[src/hw/pcs_map.vh]
`ifndef PCS_MAP_VH
`define PCS_MAP_VH
// Register word indices (printed values are not all multiples of four: byte address is index times four)
`define PCS_IDX_STATUS 8'h03
`define PCS_IDX_STEP 8'h04
`define PCS_IDX_GATE 8'h07
`define PCS_IDX_GROUP 8'h08
`define PCS_IDX_AUX 8'h0c
`define PCS_IDX_SRC 8'h0d
// Clock gate control fields
`define PCS_GATE_RUN_CLR 0
`define PCS_GATE_RUN_SET 1
`define PCS_GATE_STEP_EN_N 3
// Clock source control fields: enables active low, inhibit select active high
`define PCS_SRC_INH_SEL 0
`define PCS_SRC_START_EN_N 4
`define PCS_SRC_AN1_EN_N 3
`define PCS_SRC_AN2_EN_N 6
`define PCS_SRC_EXT_EN_N 7
// Readback group select value
`define PCS_GROUP_SIX 8'h40
// Status bit positions
`define PCS_ST_STOP 3
`define PCS_ST_RUN 6
`define PCS_ST_INH 2
// Reset values
`define PCS_GATE_RST 8'hf8
`define PCS_SRC_RST 8'hff
`define PCS_AUX_RST 8'hff
`define PCS_GROUP_RST 8'h00
`endif

[src/hw/pcs_top.v]
// Summary of operation
// - Every enabled source clocks the pattern; pause also acts on stop flop.
// - Group six readback puts run/stop state on readback and data bit six.
// - Step mode: one step strobe leaves stop flop reading zero.
// - Pause, stop, processor gates low: two step strobes leave status zero.
// - Pause high setup with external settings; two clocks give status zero.
// - Processor load clock selected: two strobes give status 0x08.
// - First analyzer clock gate passes two clocks; status then zero.
// - Second analyzer clock gate passes two clocks; status then zero.
// - External clock gate passes external edges; status then zero.
// - Writing 0xf9 then 0xf8 to gate control clears run flop.
// - Writing 0xfa then 0xf8 to gate control sets run flop.
// - Enabled external start request sets run flop.
// - Group six readback puts the selected inhibit line, inverted, on readback and data bit two.
// - Inhibit select with high inhibit line reads status zero.
//
// Design decision made here: register access over APB.
`timescale 1ns/1ps
`include "pcs_map.vh"
module pcs_top #(
   parameter AW = 12
) (
   input wire pclk,
   input wire presetn,
   input wire psel,
   input wire penable,
   input wire pwrite,
   input wire [AW-1:0] paddr,
   input wire [31:0] pwdata,
   output reg [31:0] prdata,
   output reg pready,
   output reg pslverr,
   input wire first_analyzer_clock,
   input wire second_analyzer_clock,
   input wire pattern_external_clock,
   input wire external_start,
   input wire inhibit_in,
   input wire pause_in,
   output reg pattern_clock,
   output reg run_flip_flop,
   output reg stop_flip_flop,
   output reg [7:0] readback_bus,
   output reg readback_bus_en,
   output reg [7:0] aux_out
);
   ////////////////////////////////////////////////////////////////////////
   // Address decode
   // Every register is one aligned word; AW below ten is not supported
   function is_reg;
      input [AW-1:0] a;
      input [7:0] idx;
      begin
         is_reg = (a == {{(AW-10){1'b0}}, idx, 2'b00});
      end
   endfunction

   reg [7:0] gate_q;
   reg [7:0] src_q;
   reg [7:0] aux_q;
   reg [7:0] group_q;
   reg step_q;

   wire setup_ph;
   wire acc;
   wire wr;
   assign setup_ph = psel & ~penable;
   assign acc = psel & penable & pready;
   assign wr = acc & pwrite;

   wire hit_status;
   wire hit_step;
   wire hit_gate;
   wire hit_group;
   wire hit_aux;
   wire hit_src;
   wire hit_any;
   assign hit_status = is_reg(paddr, `PCS_IDX_STATUS);
   assign hit_step = is_reg(paddr, `PCS_IDX_STEP);
   assign hit_gate = is_reg(paddr, `PCS_IDX_GATE);
   assign hit_group = is_reg(paddr, `PCS_IDX_GROUP);
   assign hit_aux = is_reg(paddr, `PCS_IDX_AUX);
   assign hit_src = is_reg(paddr, `PCS_IDX_SRC);
   assign hit_any = hit_status | hit_step | hit_gate | hit_group | hit_aux | hit_src;

   // Status is read only: a write to it is dropped without an error
   wire wr_step;
   wire wr_gate;
   wire wr_group;
   wire wr_aux;
   wire wr_src;
   wire rd_status;
   assign wr_step = wr & hit_step;
   assign wr_gate = wr & hit_gate;
   assign wr_group = wr & hit_group;
   assign wr_aux = wr & hit_aux;
   assign wr_src = wr & hit_src;
   assign rd_status = setup_ph & ~pwrite & hit_status;

   ////////////////////////////////////////////////////////////////////////
   // Input synchronisers and edges
   // Pins are free running: each passes two flops before any logic
   wire [4:0] pins_s;
   wire [0:0] an1_s;
   wire [3:0] pins_r;
   pcs_sync #(.W(5)) u_sync (
      .pclk(pclk),
      .presetn(presetn),
      .d({pause_in, inhibit_in, external_start, pattern_external_clock,
         second_analyzer_clock}),
      .q(pins_s)
   );

   pcs_sync #(.W(1)) u_sync1 (
      .pclk(pclk),
      .presetn(presetn),
      .d(first_analyzer_clock),
      .q(an1_s)
   );

   // Only clocks and start act on edges; pause and inhibit are levels
   pcs_edge #(.W(4)) u_edge (
      .pclk(pclk),
      .presetn(presetn),
      .lvl({pins_s[2], pins_s[1], pins_s[0], an1_s[0]}),
      .rise(pins_r)
   );

   wire pause_s;
   wire inh_s;
   wire start_r;
   wire ext_r;
   wire an2_r;
   wire an1_r;
   assign pause_s = pins_s[4];
   assign inh_s = pins_s[3];
   assign start_r = pins_r[3];
   assign ext_r = pins_r[2];
   assign an2_r = pins_r[1];
   assign an1_r = pins_r[0];

   ////////////////////////////////////////////////////////////////////////
   // Port registers
   // Step register holds no data: a write is a one cycle strobe
   always @(posedge pclk or negedge presetn) begin
      if (!presetn) begin
         step_q <= 1'b0;
      end else begin
         step_q <= wr_step;
      end
   end

   always @(posedge pclk or negedge presetn) begin
      if (!presetn) begin
         gate_q <= `PCS_GATE_RST;
      end else if (wr_gate) begin
         gate_q <= pwdata[7:0];
      end
   end

   always @(posedge pclk or negedge presetn) begin
      if (!presetn) begin
         src_q <= `PCS_SRC_RST;
      end else if (wr_src) begin
         src_q <= pwdata[7:0];
      end
   end

   always @(posedge pclk or negedge presetn) begin
      if (!presetn) begin
         aux_q <= `PCS_AUX_RST;
      end else if (wr_aux) begin
         aux_q <= pwdata[7:0];
      end
   end

   always @(posedge pclk or negedge presetn) begin
      if (!presetn) begin
         group_q <= `PCS_GROUP_RST;
      end else if (wr_group) begin
         group_q <= pwdata[7:0];
      end
   end

   ////////////////////////////////////////////////////////////////////////
   // Gate and source decode
   // Source enables are active low; inhibit select is active high
   wire step_en;
   wire run_clr;
   wire run_set;
   wire an1_en;
   wire an2_en;
   wire ext_en;
   wire start_en;
   wire inh_sel;
   assign step_en = ~gate_q[`PCS_GATE_STEP_EN_N];
   assign run_clr = gate_q[`PCS_GATE_RUN_CLR];
   assign run_set = gate_q[`PCS_GATE_RUN_SET];
   assign an1_en = ~src_q[`PCS_SRC_AN1_EN_N];
   assign an2_en = ~src_q[`PCS_SRC_AN2_EN_N];
   assign ext_en = ~src_q[`PCS_SRC_EXT_EN_N];
   assign start_en = ~src_q[`PCS_SRC_START_EN_N];
   assign inh_sel = src_q[`PCS_SRC_INH_SEL];

   ////////////////////////////////////////////////////////////////////////
   // Clock selection: every enabled source reaches the pattern clock, pulses ORed
   // Load strobes count only with the step gate closed and no pause
   reg clk_pulse;
   reg load_pulse;
   always @* begin
      clk_pulse = 1'b0;
      load_pulse = 1'b0;
      if (step_en & step_q) begin
         clk_pulse = 1'b1;
      end
      if (an1_en & an1_r) begin
         clk_pulse = 1'b1;
      end
      if (an2_en & an2_r) begin
         clk_pulse = 1'b1;
      end
      if (ext_en & ext_r) begin
         clk_pulse = 1'b1;
      end
      if (~step_en & step_q & ~pause_s) begin
         load_pulse = 1'b1;
      end
   end

   wire start_req;
   assign start_req = start_en & start_r;

   ////////////////////////////////////////////////////////////////////////
   // Pattern clock, run and stop flops
   always @(posedge pclk or negedge presetn) begin
      if (!presetn) begin
         pattern_clock <= 1'b0;
      end else begin
         pattern_clock <= clk_pulse;
      end
   end

   // Clear wins over set, also against a start request
   // Run state survives pause; only the gate clear and set bits and start change it
   always @(posedge pclk or negedge presetn) begin
      if (!presetn) begin
         run_flip_flop <= 1'b0;
      end else if (run_clr) begin
         run_flip_flop <= 1'b0;
      end else if (run_set | start_req) begin
         run_flip_flop <= 1'b1;
      end
   end

   // Clocked sources and pause clear stop; load clock marks it
   always @(posedge pclk or negedge presetn) begin
      if (!presetn) begin
         stop_flip_flop <= 1'b0;
      end else if (clk_pulse | pause_s) begin
         stop_flip_flop <= 1'b0;
      end else if (load_pulse) begin
         stop_flip_flop <= 1'b1;
      end
   end

   ////////////////////////////////////////////////////////////////////////
   // Readback mux
   // Inhibit shows as a one while its line is low and it is selected
   wire grp6;
   assign grp6 = (group_q == `PCS_GROUP_SIX);
   reg [7:0] rb;
   always @* begin
      rb = 8'h00;
      case (group_q)
         `PCS_GROUP_SIX: begin
            rb[`PCS_ST_RUN] = run_flip_flop;
            rb[`PCS_ST_STOP] = stop_flip_flop;
            rb[`PCS_ST_INH] = inh_sel & ~inh_s;
         end
         default: begin
            rb = 8'h00;
         end
      endcase
   end

   ////////////////////////////////////////////////////////////////////////
   // Far side readback and aux outputs
   // Registered so that the far side sees glitch free levels
   always @(posedge pclk or negedge presetn) begin
      if (!presetn) begin
         readback_bus <= 8'h00;
      end else begin
         readback_bus <= rb;
      end
   end

   always @(posedge pclk or negedge presetn) begin
      if (!presetn) begin
         readback_bus_en <= 1'b0;
      end else begin
         readback_bus_en <= grp6;
      end
   end

   always @(posedge pclk or negedge presetn) begin
      if (!presetn) begin
         aux_out <= `PCS_AUX_RST;
      end else begin
         aux_out <= aux_q;
      end
   end

   ////////////////////////////////////////////////////////////////////////
   // APB slave, no wait states
   // Ready is a pulse: every access ends at the edge after its setup
   always @(posedge pclk or negedge presetn) begin
      if (!presetn) begin
         pready <= 1'b0;
      end else begin
         pready <= setup_ph;
      end
   end

   // Unmapped offsets answer with an error and read as zero
   always @(posedge pclk or negedge presetn) begin
      if (!presetn) begin
         pslverr <= 1'b0;
      end else begin
         pslverr <= setup_ph & ~hit_any;
      end
   end

   // Read data is captured in the setup cycle and held for the access
   always @(posedge pclk or negedge presetn) begin
      if (!presetn) begin
         prdata <= 32'h00000000;
      end else if (rd_status) begin
         prdata <= {24'h000000, rb};
      end else begin
         prdata <= 32'h00000000;
      end
   end
endmodule // pcs_top

[src/hw/pcs_sync.v]
`timescale 1ns/1ps
module pcs_sync #(
   parameter W = 4
) (
   input wire pclk,
   input wire presetn,
   input wire [W-1:0] d,
   output reg [W-1:0] q
);
   reg [W-1:0] meta_q;
   always @(posedge pclk or negedge presetn) begin
      if (!presetn) begin
         meta_q <= {W{1'b0}};
         q <= {W{1'b0}};
      end else begin
         meta_q <= d;
         q <= meta_q;
      end
   end
endmodule // pcs_sync

[src/hw/pcs_edge.v]
`timescale 1ns/1ps
// Rising edge detector on already synchronised levels
module pcs_edge #(
   parameter W = 4
) (
   input wire pclk,
   input wire presetn,
   input wire [W-1:0] lvl,
   output wire [W-1:0] rise
);
   reg [W-1:0] prev_q;
   always @(posedge pclk or negedge presetn) begin
      if (!presetn) begin
         prev_q <= {W{1'b0}};
      end else begin
         prev_q <= lvl;
      end
   end
   assign rise = lvl & ~prev_q;
endmodule // pcs_edge

[config.mk]
export PLATFORM = sky130hd
export DESIGN_NAME = pcs_top
export DESIGN_NICKNAME = d
export VERILOG_FILES = /design/src/hw/pcs_top.v /design/src/hw/pcs_sync.v /design/src/hw/pcs_edge.v
export VERILOG_INCLUDE_DIRS = /design/src /design/src/hw
export SDC_FILE = /design/constraint.sdc
export NUM_CORES = 1
export LEC_CHECK = 0
export BUFFER_PORTS_ARGS = -buffer_cell sky130_fd_sc_hd__buf_4
export CAP_MARGIN = 30
export CORE_MARGIN = 4
export CORE_UTILIZATION = 46
export CTS_CLUSTER_SIZE = 24
export DETAILED_ROUTE_END_ITERATION = 8
export PLACE_DENSITY_LB_ADDON = 0.2
export SLEW_MARGIN = 20
export SYNTH_ARGS = -nofsm -noshare
export SYNTH_HDL_FRONTEND = slang
export SYNTH_SLANG_ARGS = --single-unit
[constraint.sdc]
create_clock -name pclk -period 1.6 [get_ports pclk]
set_input_delay 0.08 -clock pclk [delete_from_list [all_inputs] [get_ports pclk]]
set_output_delay 0.08 -clock pclk [all_outputs]
set_load 0.005 [all_outputs]
## Yosys cells after proc, flatten, opt, wreduce, memory -nomap -nowiden

Cells that the tools add are included.

| word-level totals | value |
|---|---|
| flip-flop bits (word level) | 69 |
| input port bits | 55 |
| output and inout bits | 54 |
| logic and storage cells | 79 |

| operators by class | value |
|---|---|
| eq/ne operators | 7 |
| mux-type cells | 12 |
| bitwise operators | 39 |
| reduce and logical (&&, ||, !) cells | 2 |

Operators with widths:

| kind | number |
|---|---|
| $eq 12x6->1 const B | 3 |
| $eq 12x5->1 const B | 2 |
| $and 1x1->1 | 20 |
| $eq 12x4->1 const B | 1 |
| $mux 1 | 10 |
| $not 1->1 | 10 |
| $eq 8x7->1 const B | 1 |
| $mux 7 | 1 |
| $or 1x1->1 | 7 |
| $and 4x4->4 | 1 |
| $not 4->4 | 1 |
| $reduce_bool 2->1 | 2 |
| $mux 2 | 1 |

## Depth between registers and ports, before layout

| depth | value |
|---|---|
| word-level depth | 8 |
| mapped depth | 4 |
| depth with buffers taken out | 3 |

## By module

A second synthesis with hierarchy kept.

| second synthesis, totals | value |
|---|---|
| cells, all modules | 171 |
| area, all modules | 2565.0 µm² |

By module, submodules not included:

| module | instances | cells each | area each (µm²) | seq. area each (µm²) |
|---|---|---|---|---|
| pcs_top | 1 | 151 | 2109.5 | 1153.6 |
| pcs_sync at u_sync | 1 | 10 | 250.2 | 250.2 |
| pcs_edge | 1 | 8 | 155.1 | 100.1 |
| pcs_sync at u_sync1 | 1 | 2 | 50.0 | 50.0 |

## Least setup slack after synthesis

Ideal clock, no wire load.

| path | value |
|---|---|
| kind | input -> register |
| from | input paddr[9] |
| to | register src_q[0] |
| setup time | 0.082 ns |
| data arrival time | 1.413 ns |
| required time | 1.518 ns |
| path slack | 0.104 ns |
| stages | 3 |
| path buffers | 0 |
| cells stage by stage | or4_4 nor4_4 mux2_2 |

| between the ends | value |
|---|---|
| longest elaborated chain between the ends | 2 |

Ends and longest elaborated chain:

| what | line | text |
|---|---|---|
| start, declared | pcs_top.v:28 | `input wire [AW-1:0] paddr,` |
| $eq 12x6->1 | pcs_top.v:53 | `is_reg = (a == {{(AW-10){1'b0}}, idx, 2'b00});` |
| $and 1x1->1 | pcs_top.v:96 | `assign wr_src = wr & hit_src;` |
| end signal, assigned | pcs_top.v:162 | `` src_q <= `PCS_SRC_RST; `` |
| end signal, assigned | pcs_top.v:164 | `src_q <= pwdata[7:0];` |
| end, declared | pcs_top.v:58 | `reg [7:0] src_q;` |

No other way between the ends.
A chain may end at the register's enable or synchronous reset.

## Worst setup path after layout

| path | value |
|---|---|
| from | register pready |
| to | register src_q[3] |

| between the ends | value |
|---|---|
| longest elaborated chain between the ends | 3 |

Ends and longest elaborated chain:

| what | line | text |
|---|---|---|
| start, declared | pcs_top.v:31 | `output reg pready,` |
| start signal, assigned | pcs_top.v:319 | `pready <= setup_ph;` |
| $and 1x1->1 | pcs_top.v:67 | `assign acc = psel & penable & pready;` |
| $and 1x1->1 | pcs_top.v:68 | `assign wr = acc & pwrite;` |
| $and 1x1->1 | pcs_top.v:96 |  |

No other way between the ends.

==> results.sh <==
export IMPL_drv_slew=0
export IMPL_hpwlAfterDp_um=2920
export IMPL_root_buffer="clkbuf_8"
export IMPL_dr_wl_met2_um=1940
export IMPL_drt_pass1_iter_count=4
export IMPL_timing_final_crit_share_pct=92.3
export IMPL_fin_tns_setup_ns=0
export IMPL_wl_per_cell_um=12.8
export IMPL_die_area_um2=6510
export IMPL_stdcell_area_um2=3210
export IMPL_wl_met1_um=1740
export IMPL_coreArea_um2=5110
export IMPL_setup_violations=0
export IMPL_diodes=0
export IMPL_row_count=26
export IMPL_critical_path_peak_fanout=5
export IMPL_seq_area_frac_synth_pct=63.9
export IMPL_syn_to_final_growth_pct=31.8
export IMPL_total_leakage_power_nw=1.55
export IMPL_rsz0062_at_grt="false"
export IMPL_avgSynthCellArea_um2=14.6
export IMPL_endpoint_kind="flip-flop"
export IMPL_ioPinCount=109
export IMPL_seq_area_um2=1550
export IMPL_ctsResizeCount=0
export IMPL_cts_buffers=9
export IMPL_crit_start="pready$_DFF_PN0_"
export IMPL_final_cell_mix="buf_4, dfrtp_1, conb_1"
export IMPL_fillers=404
export IMPL_critical_path_required_ns=1.86
export IMPL_ant_nets=0
export IMPL_start_util_pct=47.6
export IMPL_dp_cells=293
export IMPL_netlist_area_um2=2430
export IMPL_drt_iter0_markers=24
export IMPL_worstReg2RegStart="pready$_DFF_PN0_"
export IMPL_fin_skew_ns=0.00611
export IMPL_cts_sinks=61
export IMPL_antenna_found_initial=0
export IMPL_peakVddDrop_v=0.000802
export IMPL_hold_start="pwdata[3]"
export IMPL_ys_warnings_count=0
export IMPL_gp_congestion=0.744
export IMPL_drive_gt1_share_pct=48.2
export IMPL_die_w_um=80.7
export IMPL_multi_input_area_um2=739
export IMPL_drcViolationCount=0
export IMPL_nets=305
export IMPL_cts_hold_buf=16
export IMPL_rrSetupSlack_ns=0.12
export IMPL_synth_cell_types=31
export IMPL_grt_pass1_wl_um=6930
export IMPL_wl_met3_um=413
export IMPL_htree_levels=3
export IMPL_fp_dieH_um=80.7
export IMPL_grt_pass1_vias=1508
export IMPL_finalHoldViolCount=0
export IMPL_cts_tree="built"
export IMPL_fmax_ghz=0.677
export IMPL_gr_total_overflow=0
export IMPL_min_path_type="in2reg"
export IMPL_fin_cells=325
export IMPL_synthTopCellsByArea="dfrtp_1, dfstp_2, mux2_2"
export IMPL_status="complete, no violations"
export IMPL_track_usage_pct=14.4
export IMPL_start_kind="flip-flop"
export IMPL_dr_total_vias=1465
export IMPL_grt_max_degree=35
export IMPL_clk_path_buf_depth=2
export IMPL_hold_ws_ns=0.0155
export IMPL_pre_cts_ws_ns=-0.0734
export IMPL_path_clk_slew_ns=0.06
export IMPL_postLayoutCoreUtil_pct=62.8
export IMPL_path_class="reg2reg"
export IMPL_drt_wl_total_um=4170
export IMPL_synth_seq_cells=61
export IMPL_yosys_area_top_type="dfrtp_1"
export IMPL_fin_crit_ns=1.48
export IMPL_cap_viol_max_count=0
export IMPL_netlist_instances=167
export IMPL_highest_layer="met4"
export IMPL_cts_setup_buffers=0
export IMPL_dpl_cell_area_um2=2820
export IMPL_layout_commonest_cell="buf_4"
export IMPL_p_total_mw=3.30
export IMPL_fin_ws_ns=0.124
export IMPL_synth_top_area_share_pct=40.1
export IMPL_viasPerCell=4.51
export IMPL_worstPathArrival_ns=1.74
export IMPL_clkLatencyLatePin_ns=0.33
export IMPL_port_buffers=50
export IMPL_p_per_area_nw_per_um2=1030
[report_power, final]
part / total, mW / switching, mW / internal, mW
clock network: 1.52 / 0.555 / 0.963
logic: 0.199 / 0.0990 / 0.100
registers: 1.58 / 0.00858 / 1.57
total: 3.30 / 0.662 / 2.64
[sequential cells by signal (all words and copies together) (netlist names), 3 cells and up]
name           flops
u_edge.prev_q      4
prdata             3
u_sync.meta_q      5
aux_out            8
src_q              5
u_sync.q           5
gate_q             3
aux_q              8
readback_bus       3
group_q            8
[layout make-up]
cell class	instances	share of cell area (%)
sequential	61	48.5
multi-input combinational	103	23.1
timing repair buffer	74	18.6
clock buffer	13	4.96
tap	70	2.73
clock inverter	3	2.11
inverter	1	0.117
[layer usage]
| metal | up-vias | GRT usage, % |
|---|---|---|
| met2 | 62 | 22.8 |
| li1 | 690 | - |
| met5 | - | 0 |
| met4 | 0 | 6.08 |
| met1 | 706 | 17.1 |
| met3 | 7 | 6.28 |
[synth_stat cells]
cell type  number
nand3b_1        1
nor2_1          5
buf_4          34
and4b_1         2
nand2_1         2
a21oi_1         1
mux2i_1         1
nor4_4          2
o21bai_1        1
or4b_2          1
nor4_1          5
and4_1          1
a221oi_1        1
nand4_1         3
dfstp_2        22
nand4b_1        3
and3b_1         1
clkbuf_1        1
and2_1          2
mux2_2         24
nor3b_1         2
a211oi_1        1
o21ai_0         3
inv_1           1
nor2b_1         1
and3_1          2
conb_1          1
nor4b_1         1
dfrtp_1        39
nor4bb_1        1
or4_4           2
[final timing paths]
path / endpoint / cells past startpoint
hold reg to reg: u_sync.q[4]$_DFF_PN0_ / 0
min in group asynchronous: pslverr$_DFF_PN0_ / 2
setup reg to reg: src_q[3]$_DFFE_PN1P_ / 4
setup / recovery: src_q[3]$_DFFE_PN1P_ / 4
hold / removal: aux_q[3]$_DFFE_PN1P_ / 2
max in group asynchronous: aux_out[3]$_DFF_PN1_ / 3
[critical path: stages (launching register included)]
cell and delay [ns]:
dfrtp_1 0.36, nand4_1 0.25, nor4_4 0.26, buf_4 0.19, mux2_2 0.34
[logic make-up (layout without fill, tap and decap cells)]
logic type | count (synthesis) | in the layout | synth area share [%]
buffers and inverters | 36 | 91 | 10.8
other | 1 | 34 | 0.154
AND/OR/NAND/NOR | 37 | 37 | 11.8
AO/OA/AOI/OAI | 7 | 7 | 1.80
flip-flops | 61 | 61 | 63.9
multiplexers | 25 | 25 | 11.5
(Power assumes the default switching activity.)
